**config.mk**
```make
export PLATFORM = sky130hd
export DESIGN_NAME = tdoc_top
export DESIGN_NICKNAME = d
export VERILOG_FILES = /design/src/logic/tdoc_chan.v /design/src/logic/tdoc_top.v
export VERILOG_INCLUDE_DIRS = /design/src /design/src/shared
export SDC_FILE = /design/constraint.sdc
export NUM_CORES = 2
export LEC_CHECK = 0
export BUFFER_PORTS_ARGS = -buffer_cell sky130_fd_sc_hd__buf_2
export CAP_MARGIN = 5
export CORE_ASPECT_RATIO = 0.8
export CORE_MARGIN = 2
export CORE_UTILIZATION = 65
export DETAILED_ROUTE_END_ITERATION = 10
export PLACE_DENSITY = 0.8
export SETUP_SLACK_MARGIN = 0.5
export SYNTH_ARGS = -nofsm -noshare
export SYNTH_HDL_FRONTEND = slang
export SYNTH_SLANG_ARGS = --single-unit
```
**constraint.sdc**
```tcl
create_clock -name mclk_i -period 26.1 [get_ports mclk_i]
set_input_delay 5.22 -clock mclk_i [delete_from_list [all_inputs] [get_ports mclk_i]]
set_output_delay 5.22 -clock mclk_i [all_outputs]
set_load 0.1 [all_outputs]
```
**src/shared/tdoc_regs.vh**
```
// Purpose: register offsets, reset values and field positions of the touch decision block
// Assumes: 8-bit registers at byte offsets, 100 MHz mclk_i
// Notes:   definitions only
`ifndef TDOC_REGS_VH
`define TDOC_REGS_VH

// button parameter offsets
`define TD_ADDR_BTN_AVG      8'h22
`define TD_ADDR_BTN_NEG      8'h23
`define TD_ADDR_BTN_NCNT     8'h24
`define TD_ADDR_BTN_HYST     8'h25
`define TD_ADDR_BTN_STUCK    8'h26
// slider parameter offsets
`define TD_ADDR_SLD_CFG      8'h27
`define TD_ADDR_SLD_STUCK    8'h28
`define TD_ADDR_SLD_HYST     8'h29
`define TD_ADDR_SLD_NORM_HI  8'h2b
`define TD_ADDR_SLD_NORM_LO  8'h2c
`define TD_ADDR_SLD_AVG      8'h2d
`define TD_ADDR_SLD_NEG      8'h2e
`define TD_ADDR_SLD_NCNT     8'h2f
`define TD_ADDR_SLD_MOVE     8'h30

// reset values
`define TD_RST_BTN_AVG       8'h50
`define TD_RST_BTN_NEG       8'h50
`define TD_RST_BTN_NCNT      8'h01
`define TD_RST_BTN_HYST      8'h0a
`define TD_RST_BTN_STUCK     8'h00
`define TD_RST_SLD_CFG       8'h00
`define TD_RST_SLD_STUCK     8'h00
`define TD_RST_SLD_HYST      8'h03
`define TD_RST_SLD_NORM_HI   8'h01
`define TD_RST_SLD_NORM_LO   8'h80
`define TD_RST_SLD_AVG       8'h50
`define TD_RST_SLD_NEG       8'h50
`define TD_RST_SLD_NCNT      8'h01
`define TD_RST_SLD_MOVE      8'h02

// slider debounce field layout, upper nibble reserved
`define TD_CFG_REL_HI        3
`define TD_CFG_REL_LO        2
`define TD_CFG_TCH_HI        1
`define TD_CFG_TCH_LO        0
`define TD_CFG_MASK          8'h0f

// geometry and scaling
`define TD_NBTN              6
`define TD_TICK_W            16
`define TD_THR_W             12
`define TD_PCT_FULL          20'h00064
`define TD_AVG_TRIG_MIN      3'h3
`define TD_DEB_OFF           2'h0
`define TD_NCNT_RESERVED     8'h00

// timing: one stuck-at step
`define TD_SEC_MS            1000
`define TD_CLK_MHZ           100
`endif

```
**src/logic/tdoc_chan.v**
```verilog
// Purpose: one sensing channel: debounced touch/release, stuck-at, averaging hold, negative count
// Assumes: sample_i pulses once per scan period, sec_tick_i once per second
// Notes:   touch and release conditions are formed by the caller
`include "tdoc_regs.vh"
module tdoc_chan (
    input  wire                    mclk_i,
    input  wire                    rst_n_i,
    input  wire                    sample_i,
    input  wire signed [15:0]      ticks_i,
    input  wire                    touch_cond_i,
    input  wire                    release_cond_i,
    input  wire        [15:0]      avg_level_i,
    input  wire        [15:0]      neg_level_i,
    input  wire        [7:0]       neg_limit_i,
    input  wire        [1:0]       deb_touch_i,
    input  wire        [1:0]       deb_rel_i,
    input  wire        [7:0]       stuck_code_i,
    input  wire                    sec_tick_i,
    input  wire                    comp_done_i,
    output reg                     touched_o,
    output reg                     avg_hold_o,
    output reg                     neg_trig_o,
    output reg                     lock_o
);
    reg        [2:0]   deb_cnt;
    reg        [7:0]   neg_cnt;
    reg        [7:0]   sec_cnt;
    wire       [7:0]   limit_eff;
    wire       [7:0]   neg_inc;
    wire       [2:0]   deb_inc;
    wire               below_neg;
    wire               stuck_fire;

    // reserved limit code behaves as one sample
    assign limit_eff  = (neg_limit_i == `TD_NCNT_RESERVED) ? 8'h01 : neg_limit_i;
    assign neg_inc    = (neg_cnt == 8'hff) ? neg_cnt : neg_cnt + 8'h01;
    assign deb_inc    = deb_cnt + 3'h1;
    assign below_neg  = ticks_i < -$signed(neg_level_i);
    // timer expires on the second that reaches the code, zero never fires
    assign stuck_fire = touched_o && sec_tick_i && (stuck_code_i != 8'h00)
                        && ({1'b0, sec_cnt} + 9'h001 >= {1'b0, stuck_code_i});

    // averaging hold and negative counter, sampled per scan
    always @(posedge mclk_i)
    begin
        if (!rst_n_i)
        begin
            avg_hold_o <= 1'b0;
            neg_trig_o <= 1'b0;
            neg_cnt    <= 8'h00;
        end
        else
        begin
            neg_trig_o <= 1'b0;
            if (sample_i)
            begin
                avg_hold_o <= ticks_i >= $signed(avg_level_i);
                if (below_neg)
                begin
                    neg_cnt <= neg_inc;
                    if (neg_inc >= limit_eff)
                        neg_trig_o <= 1'b1;
                end
                else
                    neg_cnt <= 8'h00;
            end
            if (comp_done_i)
                neg_cnt <= 8'h00;
        end
    end

    // touch state with debounce and stuck-at lockout
    always @(posedge mclk_i)
    begin
        if (!rst_n_i)
        begin
            touched_o <= 1'b0;
            lock_o    <= 1'b0;
            deb_cnt   <= 3'h0;
            sec_cnt   <= 8'h00;
        end
        else if (stuck_fire)
        begin
            touched_o <= 1'b0;
            lock_o    <= 1'b1;
            deb_cnt   <= 3'h0;
            sec_cnt   <= 8'h00;
        end
        else
        begin
            if (touched_o && sec_tick_i && (stuck_code_i != 8'h00))
                sec_cnt <= sec_cnt + 8'h01;
            if (sample_i)
            begin
                if (!touched_o)
                begin
                    if (release_cond_i)
                        lock_o <= 1'b0;
                    if (touch_cond_i && !lock_o)
                    begin
                        // code 00..11 needs 1..4 samples
                        if (deb_inc >= {1'b0, deb_touch_i} + 3'h1)
                        begin
                            touched_o <= 1'b1;
                            deb_cnt   <= 3'h0;
                            sec_cnt   <= 8'h00;
                        end
                        else
                            deb_cnt <= deb_inc;
                    end
                    else
                        deb_cnt <= 3'h0;
                end
                else if (release_cond_i)
                begin
                    if (deb_inc >= {1'b0, deb_rel_i} + 3'h1)
                    begin
                        touched_o <= 1'b0;
                        deb_cnt   <= 3'h0;
                    end
                    else
                        deb_cnt <= deb_inc;
                end
                else
                    deb_cnt <= 3'h0;
            end
        end
    end
endmodule // tdoc_chan

```
**src/logic/tdoc_top.v**
```verilog
// Purpose: touch/release decision and offset compensation trigger for buttons and slider
// Assumes: tick inputs and scan strobe come from front-end logic on mclk_i
// Notes:   registers sit at their documented offsets behind the register port
`include "tdoc_regs.vh"
module tdoc_top #(
    parameter SEC_CYCLES = `TD_SEC_MS * 1000 * `TD_CLK_MHZ
) (
    input  wire                    mclk_i,
    input  wire                    rst_n_i,
    input  wire                    scan_strobe_i,
    input  wire [95:0]             btn_ticks_i,
    input  wire [71:0]             btn_thresh_i,
    input  wire [15:0]             sld_ticks_i,
    input  wire [15:0]             sld_pressure_i,
    input  wire                    comp_done_i,
    input  wire [7:0]              reg_addr_i,
    input  wire [7:0]              reg_wdata_i,
    input  wire                    reg_wr_i,
    input  wire                    reg_rd_i,
    output reg  [7:0]              reg_rdata_o,
    output wire [5:0]              btn_touched_o,
    output wire [5:0]              btn_avg_hold_o,
    output wire                    sld_touched_o,
    output wire                    sld_avg_hold_o,
    output reg                     comp_req_o,
    output wire [15:0]             sld_norm_o,
    output wire [7:0]              sld_move_thresh_o
);
    localparam CS_IDLE = 1'b0;
    localparam CS_BUSY = 1'b1;

    // configuration registers
    reg        [7:0]   btn_average_threshold;
    reg        [7:0]   button_negative_comp_threshold;
    reg        [7:0]   button_negative_count_limit;
    reg        [7:0]   button_hysteresis;
    reg        [7:0]   button_stuck_timeout;
    reg        [7:0]   slider_debounce_cfg;
    reg        [7:0]   slider_stuck_timeout;
    reg        [7:0]   slider_hysteresis;
    reg        [7:0]   slider_norm_high;
    reg        [7:0]   slider_norm_low;
    reg        [7:0]   slider_average_threshold;
    reg        [7:0]   slider_negative_comp_threshold;
    reg        [7:0]   slider_negative_count_limit;
    reg        [7:0]   slider_move_threshold;

    reg        [26:0]  sec_cnt;
    reg                sec_tick;
    reg                sample_d;
    reg                comp_state;
    reg                next_comp_state;
    reg        [7:0]   next_rdata;

    wire       [5:0]   btn_touch_cond;
    wire       [5:0]   btn_rel_cond;
    wire       [5:0]   btn_neg_trig;
    wire               sld_neg_trig;
    wire               sld_touch_cond;
    wire               sld_rel_cond;
    wire               many_high;
    wire               comp_trig;
    wire       [15:0]  sld_avg_level;

    // code of four ticks per step
    function [15:0] code_ticks;
        input [7:0] code;
        begin
            code_ticks = {6'h00, code, 2'b00};
        end
    endfunction

    // threshold times hysteresis percent
    function [15:0] hyst_ticks;
        input [11:0] thr;
        input [7:0]  pct;
        reg   [19:0] prod;
        reg   [19:0] quot;
        begin
            prod       = {8'h00, thr} * {12'h000, pct};
            quot       = prod / `TD_PCT_FULL;
            hyst_ticks = quot[15:0];
        end
    endfunction

    // number of set bits of a six-bit vector
    function [2:0] pop6;
        input [5:0] v;
        integer     k;
        begin
            pop6 = 3'h0;
            for (k = 0; k < `TD_NBTN; k = k + 1)
                pop6 = pop6 + {2'b00, v[k]};
        end
    endfunction

    // one pulse per second for the stuck-at timers
    always @(posedge mclk_i)
    begin
        if (!rst_n_i)
        begin
            sec_cnt  <= 27'h0000000;
            sec_tick <= 1'b0;
        end
        else if (sec_cnt == SEC_CYCLES[26:0] - 27'h0000001)
        begin
            sec_cnt  <= 27'h0000000;
            sec_tick <= 1'b1;
        end
        else
        begin
            sec_cnt  <= sec_cnt + 27'h0000001;
            sec_tick <= 1'b0;
        end
    end

    // register writes
    always @(posedge mclk_i)
    begin
        if (!rst_n_i)
        begin
            btn_average_threshold          <= `TD_RST_BTN_AVG;
            button_negative_comp_threshold <= `TD_RST_BTN_NEG;
            button_negative_count_limit    <= `TD_RST_BTN_NCNT;
            button_hysteresis              <= `TD_RST_BTN_HYST;
            button_stuck_timeout           <= `TD_RST_BTN_STUCK;
            slider_debounce_cfg            <= `TD_RST_SLD_CFG;
            slider_stuck_timeout           <= `TD_RST_SLD_STUCK;
            slider_hysteresis              <= `TD_RST_SLD_HYST;
            slider_norm_high               <= `TD_RST_SLD_NORM_HI;
            slider_norm_low                <= `TD_RST_SLD_NORM_LO;
            slider_average_threshold       <= `TD_RST_SLD_AVG;
            slider_negative_comp_threshold <= `TD_RST_SLD_NEG;
            slider_negative_count_limit    <= `TD_RST_SLD_NCNT;
            slider_move_threshold          <= `TD_RST_SLD_MOVE;
        end
        else if (reg_wr_i)
        begin
            case (reg_addr_i)
                `TD_ADDR_BTN_AVG:     btn_average_threshold          <= reg_wdata_i;
                `TD_ADDR_BTN_NEG:     button_negative_comp_threshold <= reg_wdata_i;
                `TD_ADDR_BTN_NCNT:    button_negative_count_limit    <= reg_wdata_i;
                `TD_ADDR_BTN_HYST:    button_hysteresis              <= reg_wdata_i;
                `TD_ADDR_BTN_STUCK:   button_stuck_timeout           <= reg_wdata_i;
                `TD_ADDR_SLD_CFG:     slider_debounce_cfg   <= reg_wdata_i & `TD_CFG_MASK;
                `TD_ADDR_SLD_STUCK:   slider_stuck_timeout           <= reg_wdata_i;
                `TD_ADDR_SLD_HYST:    slider_hysteresis              <= reg_wdata_i;
                `TD_ADDR_SLD_NORM_HI: slider_norm_high               <= reg_wdata_i;
                `TD_ADDR_SLD_NORM_LO: slider_norm_low                <= reg_wdata_i;
                `TD_ADDR_SLD_AVG:     slider_average_threshold       <= reg_wdata_i;
                `TD_ADDR_SLD_NEG:     slider_negative_comp_threshold <= reg_wdata_i;
                `TD_ADDR_SLD_NCNT:    slider_negative_count_limit    <= reg_wdata_i;
                `TD_ADDR_SLD_MOVE:    slider_move_threshold          <= reg_wdata_i;
                default:              ;
            endcase
        end
    end

    // read data select, unmapped offsets read zero
    always @*
    begin
        case (reg_addr_i)
            `TD_ADDR_BTN_AVG:     next_rdata = btn_average_threshold;
            `TD_ADDR_BTN_NEG:     next_rdata = button_negative_comp_threshold;
            `TD_ADDR_BTN_NCNT:    next_rdata = button_negative_count_limit;
            `TD_ADDR_BTN_HYST:    next_rdata = button_hysteresis;
            `TD_ADDR_BTN_STUCK:   next_rdata = button_stuck_timeout;
            `TD_ADDR_SLD_CFG:     next_rdata = slider_debounce_cfg;
            `TD_ADDR_SLD_STUCK:   next_rdata = slider_stuck_timeout;
            `TD_ADDR_SLD_HYST:    next_rdata = slider_hysteresis;
            `TD_ADDR_SLD_NORM_HI: next_rdata = slider_norm_high;
            `TD_ADDR_SLD_NORM_LO: next_rdata = slider_norm_low;
            `TD_ADDR_SLD_AVG:     next_rdata = slider_average_threshold;
            `TD_ADDR_SLD_NEG:     next_rdata = slider_negative_comp_threshold;
            `TD_ADDR_SLD_NCNT:    next_rdata = slider_negative_count_limit;
            `TD_ADDR_SLD_MOVE:    next_rdata = slider_move_threshold;
            default:              next_rdata = 8'h00;
        endcase
    end

    // read data register, held between reads
    always @(posedge mclk_i)
    begin
        if (!rst_n_i)
            reg_rdata_o <= 8'h00;
        else if (reg_rd_i)
            reg_rdata_o <= next_rdata;
    end

    // button channels with shared hysteresis percent
    genvar g;
    generate
        for (g = 0; g < `TD_NBTN; g = g + 1)
        begin : g_btn
            wire signed [17:0] tk;
            wire signed [17:0] thr;
            wire signed [17:0] hy;
            assign tk  = {{2{btn_ticks_i[16*g+15]}}, btn_ticks_i[16*g +: 16]};
            assign thr = {6'h00, btn_thresh_i[12*g +: 12]};
            assign hy  = {2'b00, hyst_ticks(btn_thresh_i[12*g +: 12], button_hysteresis)};
            assign btn_touch_cond[g] = tk > thr + hy;
            assign btn_rel_cond[g]   = tk < thr - hy;

            tdoc_chan u_chan (
                .mclk_i         (mclk_i),
                .rst_n_i        (rst_n_i),
                .sample_i       (scan_strobe_i),
                .ticks_i        (btn_ticks_i[16*g +: 16]),
                .touch_cond_i   (btn_touch_cond[g]),
                .release_cond_i (btn_rel_cond[g]),
                .avg_level_i    (code_ticks(btn_average_threshold)),
                .neg_level_i    (code_ticks(button_negative_comp_threshold)),
                .neg_limit_i    (button_negative_count_limit),
                .deb_touch_i    (`TD_DEB_OFF),
                .deb_rel_i      (`TD_DEB_OFF),
                .stuck_code_i   (button_stuck_timeout),
                .sec_tick_i     (sec_tick),
                .comp_done_i    (comp_done_i),
                .touched_o      (btn_touched_o[g]),
                .avg_hold_o     (btn_avg_hold_o[g]),
                .neg_trig_o     (btn_neg_trig[g]),
                .lock_o         ()
            );
        end
    endgenerate

    // slider: touched above hysteresis, released at zero pressure
    assign sld_touch_cond = sld_pressure_i > code_ticks(slider_hysteresis);
    assign sld_rel_cond   = sld_pressure_i == 16'h0000;
    // strictly above the averaging level suspends slider averaging
    assign sld_avg_level  = code_ticks(slider_average_threshold) + 16'h0001;

    tdoc_chan u_sld (
        .mclk_i         (mclk_i),
        .rst_n_i        (rst_n_i),
        .sample_i       (scan_strobe_i),
        .ticks_i        (sld_ticks_i),
        .touch_cond_i   (sld_touch_cond),
        .release_cond_i (sld_rel_cond),
        .avg_level_i    (sld_avg_level),
        .neg_level_i    (code_ticks(slider_negative_comp_threshold)),
        .neg_limit_i    (slider_negative_count_limit),
        .deb_touch_i    (slider_debounce_cfg[`TD_CFG_TCH_HI:`TD_CFG_TCH_LO]),
        .deb_rel_i      (slider_debounce_cfg[`TD_CFG_REL_HI:`TD_CFG_REL_LO]),
        .stuck_code_i   (slider_stuck_timeout),
        .sec_tick_i     (sec_tick),
        .comp_done_i    (comp_done_i),
        .touched_o      (sld_touched_o),
        .avg_hold_o     (sld_avg_hold_o),
        .neg_trig_o     (sld_neg_trig),
        .lock_o         ()
    );

    // settings handed to slider position and movement logic
    assign sld_norm_o        = {slider_norm_high, slider_norm_low};
    assign sld_move_thresh_o = slider_move_threshold;

    // averaging flags are valid the cycle after the scan strobe
    always @(posedge mclk_i)
    begin
        if (!rst_n_i)
            sample_d <= 1'b0;
        else
            sample_d <= scan_strobe_i;
    end

    assign many_high = sample_d && (pop6(btn_avg_hold_o) >= `TD_AVG_TRIG_MIN);
    assign comp_trig = many_high || (|btn_neg_trig) || sld_neg_trig;

    // compensation request until the front end reports new baselines
    always @*
    begin
        case (comp_state)
            CS_IDLE: next_comp_state = comp_trig ? CS_BUSY : CS_IDLE;
            CS_BUSY: next_comp_state = (comp_done_i && !comp_trig) ? CS_IDLE : CS_BUSY;
            default: next_comp_state = CS_IDLE;
        endcase
    end

    always @(posedge mclk_i)
    begin
        if (!rst_n_i)
        begin
            comp_state <= CS_IDLE;
            comp_req_o <= 1'b0;
        end
        else
        begin
            comp_state <= next_comp_state;
            comp_req_o <= next_comp_state == CS_BUSY;
        end
    end
endmodule // tdoc_top

```
Word-level counts from Yosys, hierarchy flattened
Cells that the tools add are included.
{ "op_classes": {"reduce_logical": 97, "n_eq_ne": 29, "div": 6, "add_sub_neg": 51, "bitwise_logic": 2, "shifts": 0, "n_mux": 155, "mul": 6, "n_lt_le_gt_ge": 50} }
{ "ops": {"columns": ["operator", "n"], "rows": [
  ["2-to-1 mux 8 bit", 51],
  ["divider 20 x 7 -> 20 bit (second input constant)", 6],
  ["multiplier 12 x 8 -> 20 bit", 6],
  ["adder 8 x 1 -> 8 bit (second input constant)", 14],
  ["equality test 8 x 6 -> 1 bit (second input constant)", 14],
  ["< comparator 16 bit", 7],
  ["case mux 8 bit (14 select lines)", 1],
  ["> comparator 16 x 18 -> 1 bit", 6],
  ["adder 12 x 16 -> 17 bit", 6],
  ["< comparator 16 x 17 -> 1 bit", 6],
  ["subtractor 12 x 16 -> 17 bit", 6],
  ["greater-or-equal comparator 16 x 11 -> 1 bit", 6],
  ["2-to-1 mux 3 bit", 29],
  ["2-to-1 mux 1 bit", 73],
  ["adder 8 x 1 -> 9 bit (second input constant)", 7],
  ["greater-or-equal comparator 9 x 8 -> 1 bit", 7],
  ["equality test 8 bit (second input constant)", 7],
  ["greater-or-equal comparator 8 bit", 7],
  ["AND reduction 3 bit", 14],
  ["negator 10 -> 16 bit", 2],
  ["logical AND 1 bit", 30],
  ["AND reduction 2 bit", 14],
  ["nonzero test 2 bit", 14],
  ["adder 27 x 1 -> 27 bit (second input constant)", 1],
  ["22 further kinds", 62]
]} }
{ "totals": {"memories": 0, "wordCells": 464, "register_bits": 307, "latchBits": 0, "ram_bits": 0, "rom_bits": 0} }

Longest topological paths before layout
{ "logic_depth": {"depth_word": 13, "depth_mapped": 87, "depth_no_buf": 81} }

Hierarchy
From an unflattened synthesis, not the netlist that was laid out.
{ "hier_totals": {"hier_cells": 9392, "hier_area_um2": 72014.1} }
{ "modules_own_cells": {"columns": ["module", "seq_area_each_um2", "instances", "area_each_um2", "cells_per_inst"], "rows": [
  ["tdoc_top", 2922.8, 1, 52684.3, 6998],
  ["tdoc_chan", 460.4, 7, 2761.4, 342]
]} }

Worst setup path after synthesis
OpenSTA, ideal clock, no wires.
{ "synth_timing": {"kind": "in2reg", "from": "input port btn_thresh_i[54]", "to": "register g_btn[4].u_chan.sec_cnt[0]", "path_buffers": 1, "stages": 72, "arrival_ns": 20.113, "setup_time_ns": 0.123, "setup_slack_ns": 5.863, "cell_sequence": "and2_1 -> fa_1 -> inv_1 -> fa_1 -> inv_1 -> fa_1 -> inv_1 -> fa_1 -> inv_1 -> ha_1 -> a21o_1 -> or3_1 -> a31o_1 -> a21oi_1 -> o31ai_1 -> o21a_2 -> nand2_1 -> buf_2 -> [36 not listed] -> a21oi_1 -> o21ai_0 -> a21oi_1 -> o21ai_0 -> a21oi_1 -> o21bai_1 -> a21o_1 -> a21oi_1 -> xnor2_1 -> ha_1 -> nand4_1 -> nor2_1 -> o21ai_0 -> o211ai_1 -> a21oi_1 -> a211o_1 -> nand3_1 -> nor2_1"} }
{ "synth_via": {"elab_chain_cells": 8} }
{ "synth_lines": {"columns": ["item", "line_no", "rtl"], "rows": [
  ["start: declaration", "tdoc_top.v:12", "input wire [71:0] btn_thresh_i,"],
  ["multiplier 12 x 8 -> 20 bit", "tdoc_top.v:80", "prod = {8'h00, thr} * {12'h000, pct};"],
  ["divider 20 x 7 -> 20 bit (no source line)", null, null],
  ["adder 12 x 16 -> 17 bit *", "tdoc_top.v:201", "assign btn_touch_cond[g] = tk > thr + hy;"],
  ["> comparator 16 x 18 -> 1 bit *", "tdoc_top.v:201", null],
  ["logical AND 1 bit *", "tdoc_chan.v:99", "if (touch_cond_i && !lock_o)"],
  ["2-to-1 mux 8 bit *", "tdoc_chan.v:99", null],
  ["2-to-1 mux 8 bit *", "tdoc_chan.v:95", "if (!touched_o)"],
  ["2-to-1 mux 8 bit *", "tdoc_chan.v:93", "if (sample_i)"],
  ["end signal: assignment", "tdoc_chan.v:92", "sec_cnt <= sec_cnt + 8'h01;"],
  ["end: declaration", "tdoc_chan.v:27", "reg [7:0] sec_cnt;"]
]} }
Mark *: on every way between the ends. The rest lies on a longest branch, timed or not.
A chain may end at the register's enable or synchronous reset.

Final worst setup path
{ "layout_timing": {"from": "input port btn_thresh_i[1]", "to": "register g_btn[0].u_chan.sec_cnt[1]"} }
{ "layout_via": {"elab_chain_cells": 8} }
{ "layout_lines": {"columns": ["item", "line_no"], "rows": [
  ["multiplier 12 x 8 -> 20 bit", "tdoc_top.v:80"],
  ["divider 20 x 7 -> 20 bit (no source line)", null],
  ["adder 12 x 16 -> 17 bit *", "tdoc_top.v:201"],
  ["> comparator 16 x 18 -> 1 bit *", "tdoc_top.v:201"],
  ["logical AND 1 bit *", "tdoc_chan.v:99"],
  ["2-to-1 mux 8 bit *", "tdoc_chan.v:99"],
  ["2-to-1 mux 8 bit *", "tdoc_chan.v:95"],
  ["2-to-1 mux 8 bit *", "tdoc_chan.v:93"],
  ["end signal: assignment", "tdoc_chan.v:92"],
  ["end: declaration", "tdoc_chan.v:27"]
]} }
Marks and branches as above.

==> metrics.yaml <==
cts_sinks: 307
antenna_found_initial: 53
finalCriticalPeriod_ns: 23.65
wl_per_cell_microns: 19.8
ioPinCount: 269
crit_required_ns: 26.60
vias: 65800
ctsHoldBuffers: 0
synth_top_family_by_area: "adder cells"
fin_ws_ns: 2.45
drt_iter0_drc: 6435
die_h_microns: 292
final_common_cell: "ha_1"
dieArea_sq_um: 106000
synth_compound_area_share_pct: 24.4
startpoint_type: "primary input"
antenna_left: 0
yosys.area_share.adder_pct: 28.0
relSlewSlack_pct: 20.4
path_max_fanout: 14
crit_slowest_cell: "mux2i_1"
tns_ns: 0
async_flop_share_pct: 0
port_buffers: 268
ys_seq_elements: 307
cts_tree: "done"
netlist_area_sq_um: 67300
area_growth_pct: 5.09
cts_resized: 0
min_path_type: "register to register"
dpl.hpwl_microns: 158000
place_congestion: 1.02
finalSetupViolCount: 0
drive_above_1_share_pct: 8.00
layout_common_cells: "ha_1, nand2_1, inv_1"
status: "finished, final reports clean"
postLayoutCoreUtil_pct: 68.9
synthSimpleGateAreaFrac_pct: 23.3
numCtsBuffers: 34
first_global_vias: 62300
hold_viol: 0
path_class: "primary input to register"
synth.area.mux_share_pct: 2.57
yosysUniqueCellTypes: 158
routed_wl_microns: 201000
rsz0062_at_grt: "no"
fillers: 8499
clock-root-buffer: "clkbuf_16"
synth-edff-count: 0
core_sq_um: 103000
fmax_ghz: 0.0423
yosysWarnings: 0
fin_crit_sh_pct: 90.6
synth_ff_type: "dfxtp_1"
avgSynthCellArea_sq_um: 7.81
postSynthCellCount: 8610
vias_per_cell: 6.50
cap_violations: 0
yosysTopAreaCell: "ha_1"
grt_pass1_wl_microns: 323000
start_util_pct: 65.5
rows: 105
fin_skew_ns: 0.0264
critPathMaxStageDelay_ns: 0.76
endpoint_kind: "register"
worst_slew_pin_slew_ns: 1.19
cts_buffer_depth: 3
final_max_slew_viol_count: 0
drcViolationCount: 0
htreeDepth: 2
pre_cts_ws_ns: 2.31
synth.area.top_cells: "ha_1, fa_1, dfxtp_1, and2_1, xnor2_1"
die_w_microns: 364
ys_seq_area_share_pct: 9.14
drt_pass1_iterations: 6
cts_setup_buffers: 0
synth_top_area_share_pct: 16.4
grt-ovfl-total: 0
track_usage_pct: 36.8
grt_max_degree: 68
crit_arrival_ns: 24.15
fin_nets: 10100
cts.clk_slew.worst_paths_ns: 0.06
synth_xor_area_share_pct: 7.00
insertion_delay_ns: 0.58
[cell type report]
| type | instances | area [sq um] | share of cell area [%] |
|---|---|---|---|
| Multi-Input combinational cell | 7332 | 57300 | 81.1 |
| Clock buffer | 47 | 940 | 1.33 |
| Inverter | 672 | 2530 | 3.58 |
| Antenna cell | 44 | 110 | 0.156 |
| Clock inverter | 15 | 169 | 0.239 |
| Tap cell | 1391 | 1740 | 2.46 |
| Timing Repair Buffer | 315 | 1700 | 2.40 |
| Sequential cell | 307 | 6160 | 8.71 |
[worst paths after layout]
path,from,endpoint,slack (ns),depth (start not counted)
worst max-delay path,btn_thresh_i[1],g_btn[0].u_chan.sec_cnt[1],2.45,69
worst min-delay path,g_btn[5].u_chan.deb_cnt[1],g_btn[5].u_chan.deb_cnt[1],0.47,2
worst max register to register,button_hysteresis[3],g_btn[0].u_chan.sec_cnt[1],5.81,69
worst min register to register,g_btn[5].u_chan.deb_cnt[1],g_btn[5].u_chan.deb_cnt[1],0.47,2
[stage by stage]
step	hold WS (ns)	cells	cell area [sq um]
floorplan	0.430	8615	67300
CTS	0.472	10100	70600
global route	0.494	10100	70600
finish	0.471	10100	70700
global placement	0.447	10000	69500
detailed placement	0.463	10000	69500
[routing by layer]
layer  global-route usage (%)  vias to the layer above  routed length, microns
met1                     51.6                    31200                   85700
met3                     7.33                      537                   21900
li1                         -                    30900                       -
met2                     55.7                     3168                   85200
met5                        0                        -                      88
met4                     13.6                       16                    7790
[synthesized netlist by cell type (169+ instances only)]
master,n
a21oi_1,522
and2_1,492
clkbuf_1,231
dfxtp_1,307
fa_1,375
ha_1,883
inv_1,657
nand2_1,726
nand3_1,253
nor2_1,622
nor2b_1,198
nor3_1,169
o21ai_0,375
xnor2_1,319
xor2_1,185
[sequential cells by signal, indices dropped and copies added, names as in the netlist, 18 cells and up]
register and flops:
g_btn.u_chan.neg_cnt 48, g_btn.u_chan.sec_cnt 48, sec_cnt 27, g_btn.u_chan.deb_cnt 18
[kinds of logic after synthesis]
family / count (synthesis)
other cells: 1
flops: 307
fa+ha+maj: 1282
mux: 162
buf+inv: 976
xor+xnor: 521
simple gates: 3079
compound gates: 2282
[worst max-delay path: cells and delay by family]
kind	cells	cell delay (ns)
XOR/XNOR	4	1.93
adder cells (fa/ha/maj)	7	2.96
multiplexers	1	0.76
buffers and inverters	6	0.69
AO/OA/AOI/OAI	37	9.48
AND/OR/NAND/NOR	14	3.08
Power is not shown: default switching activity piles up to over one toggle a cycle in this logic, so the estimate is an artifact.
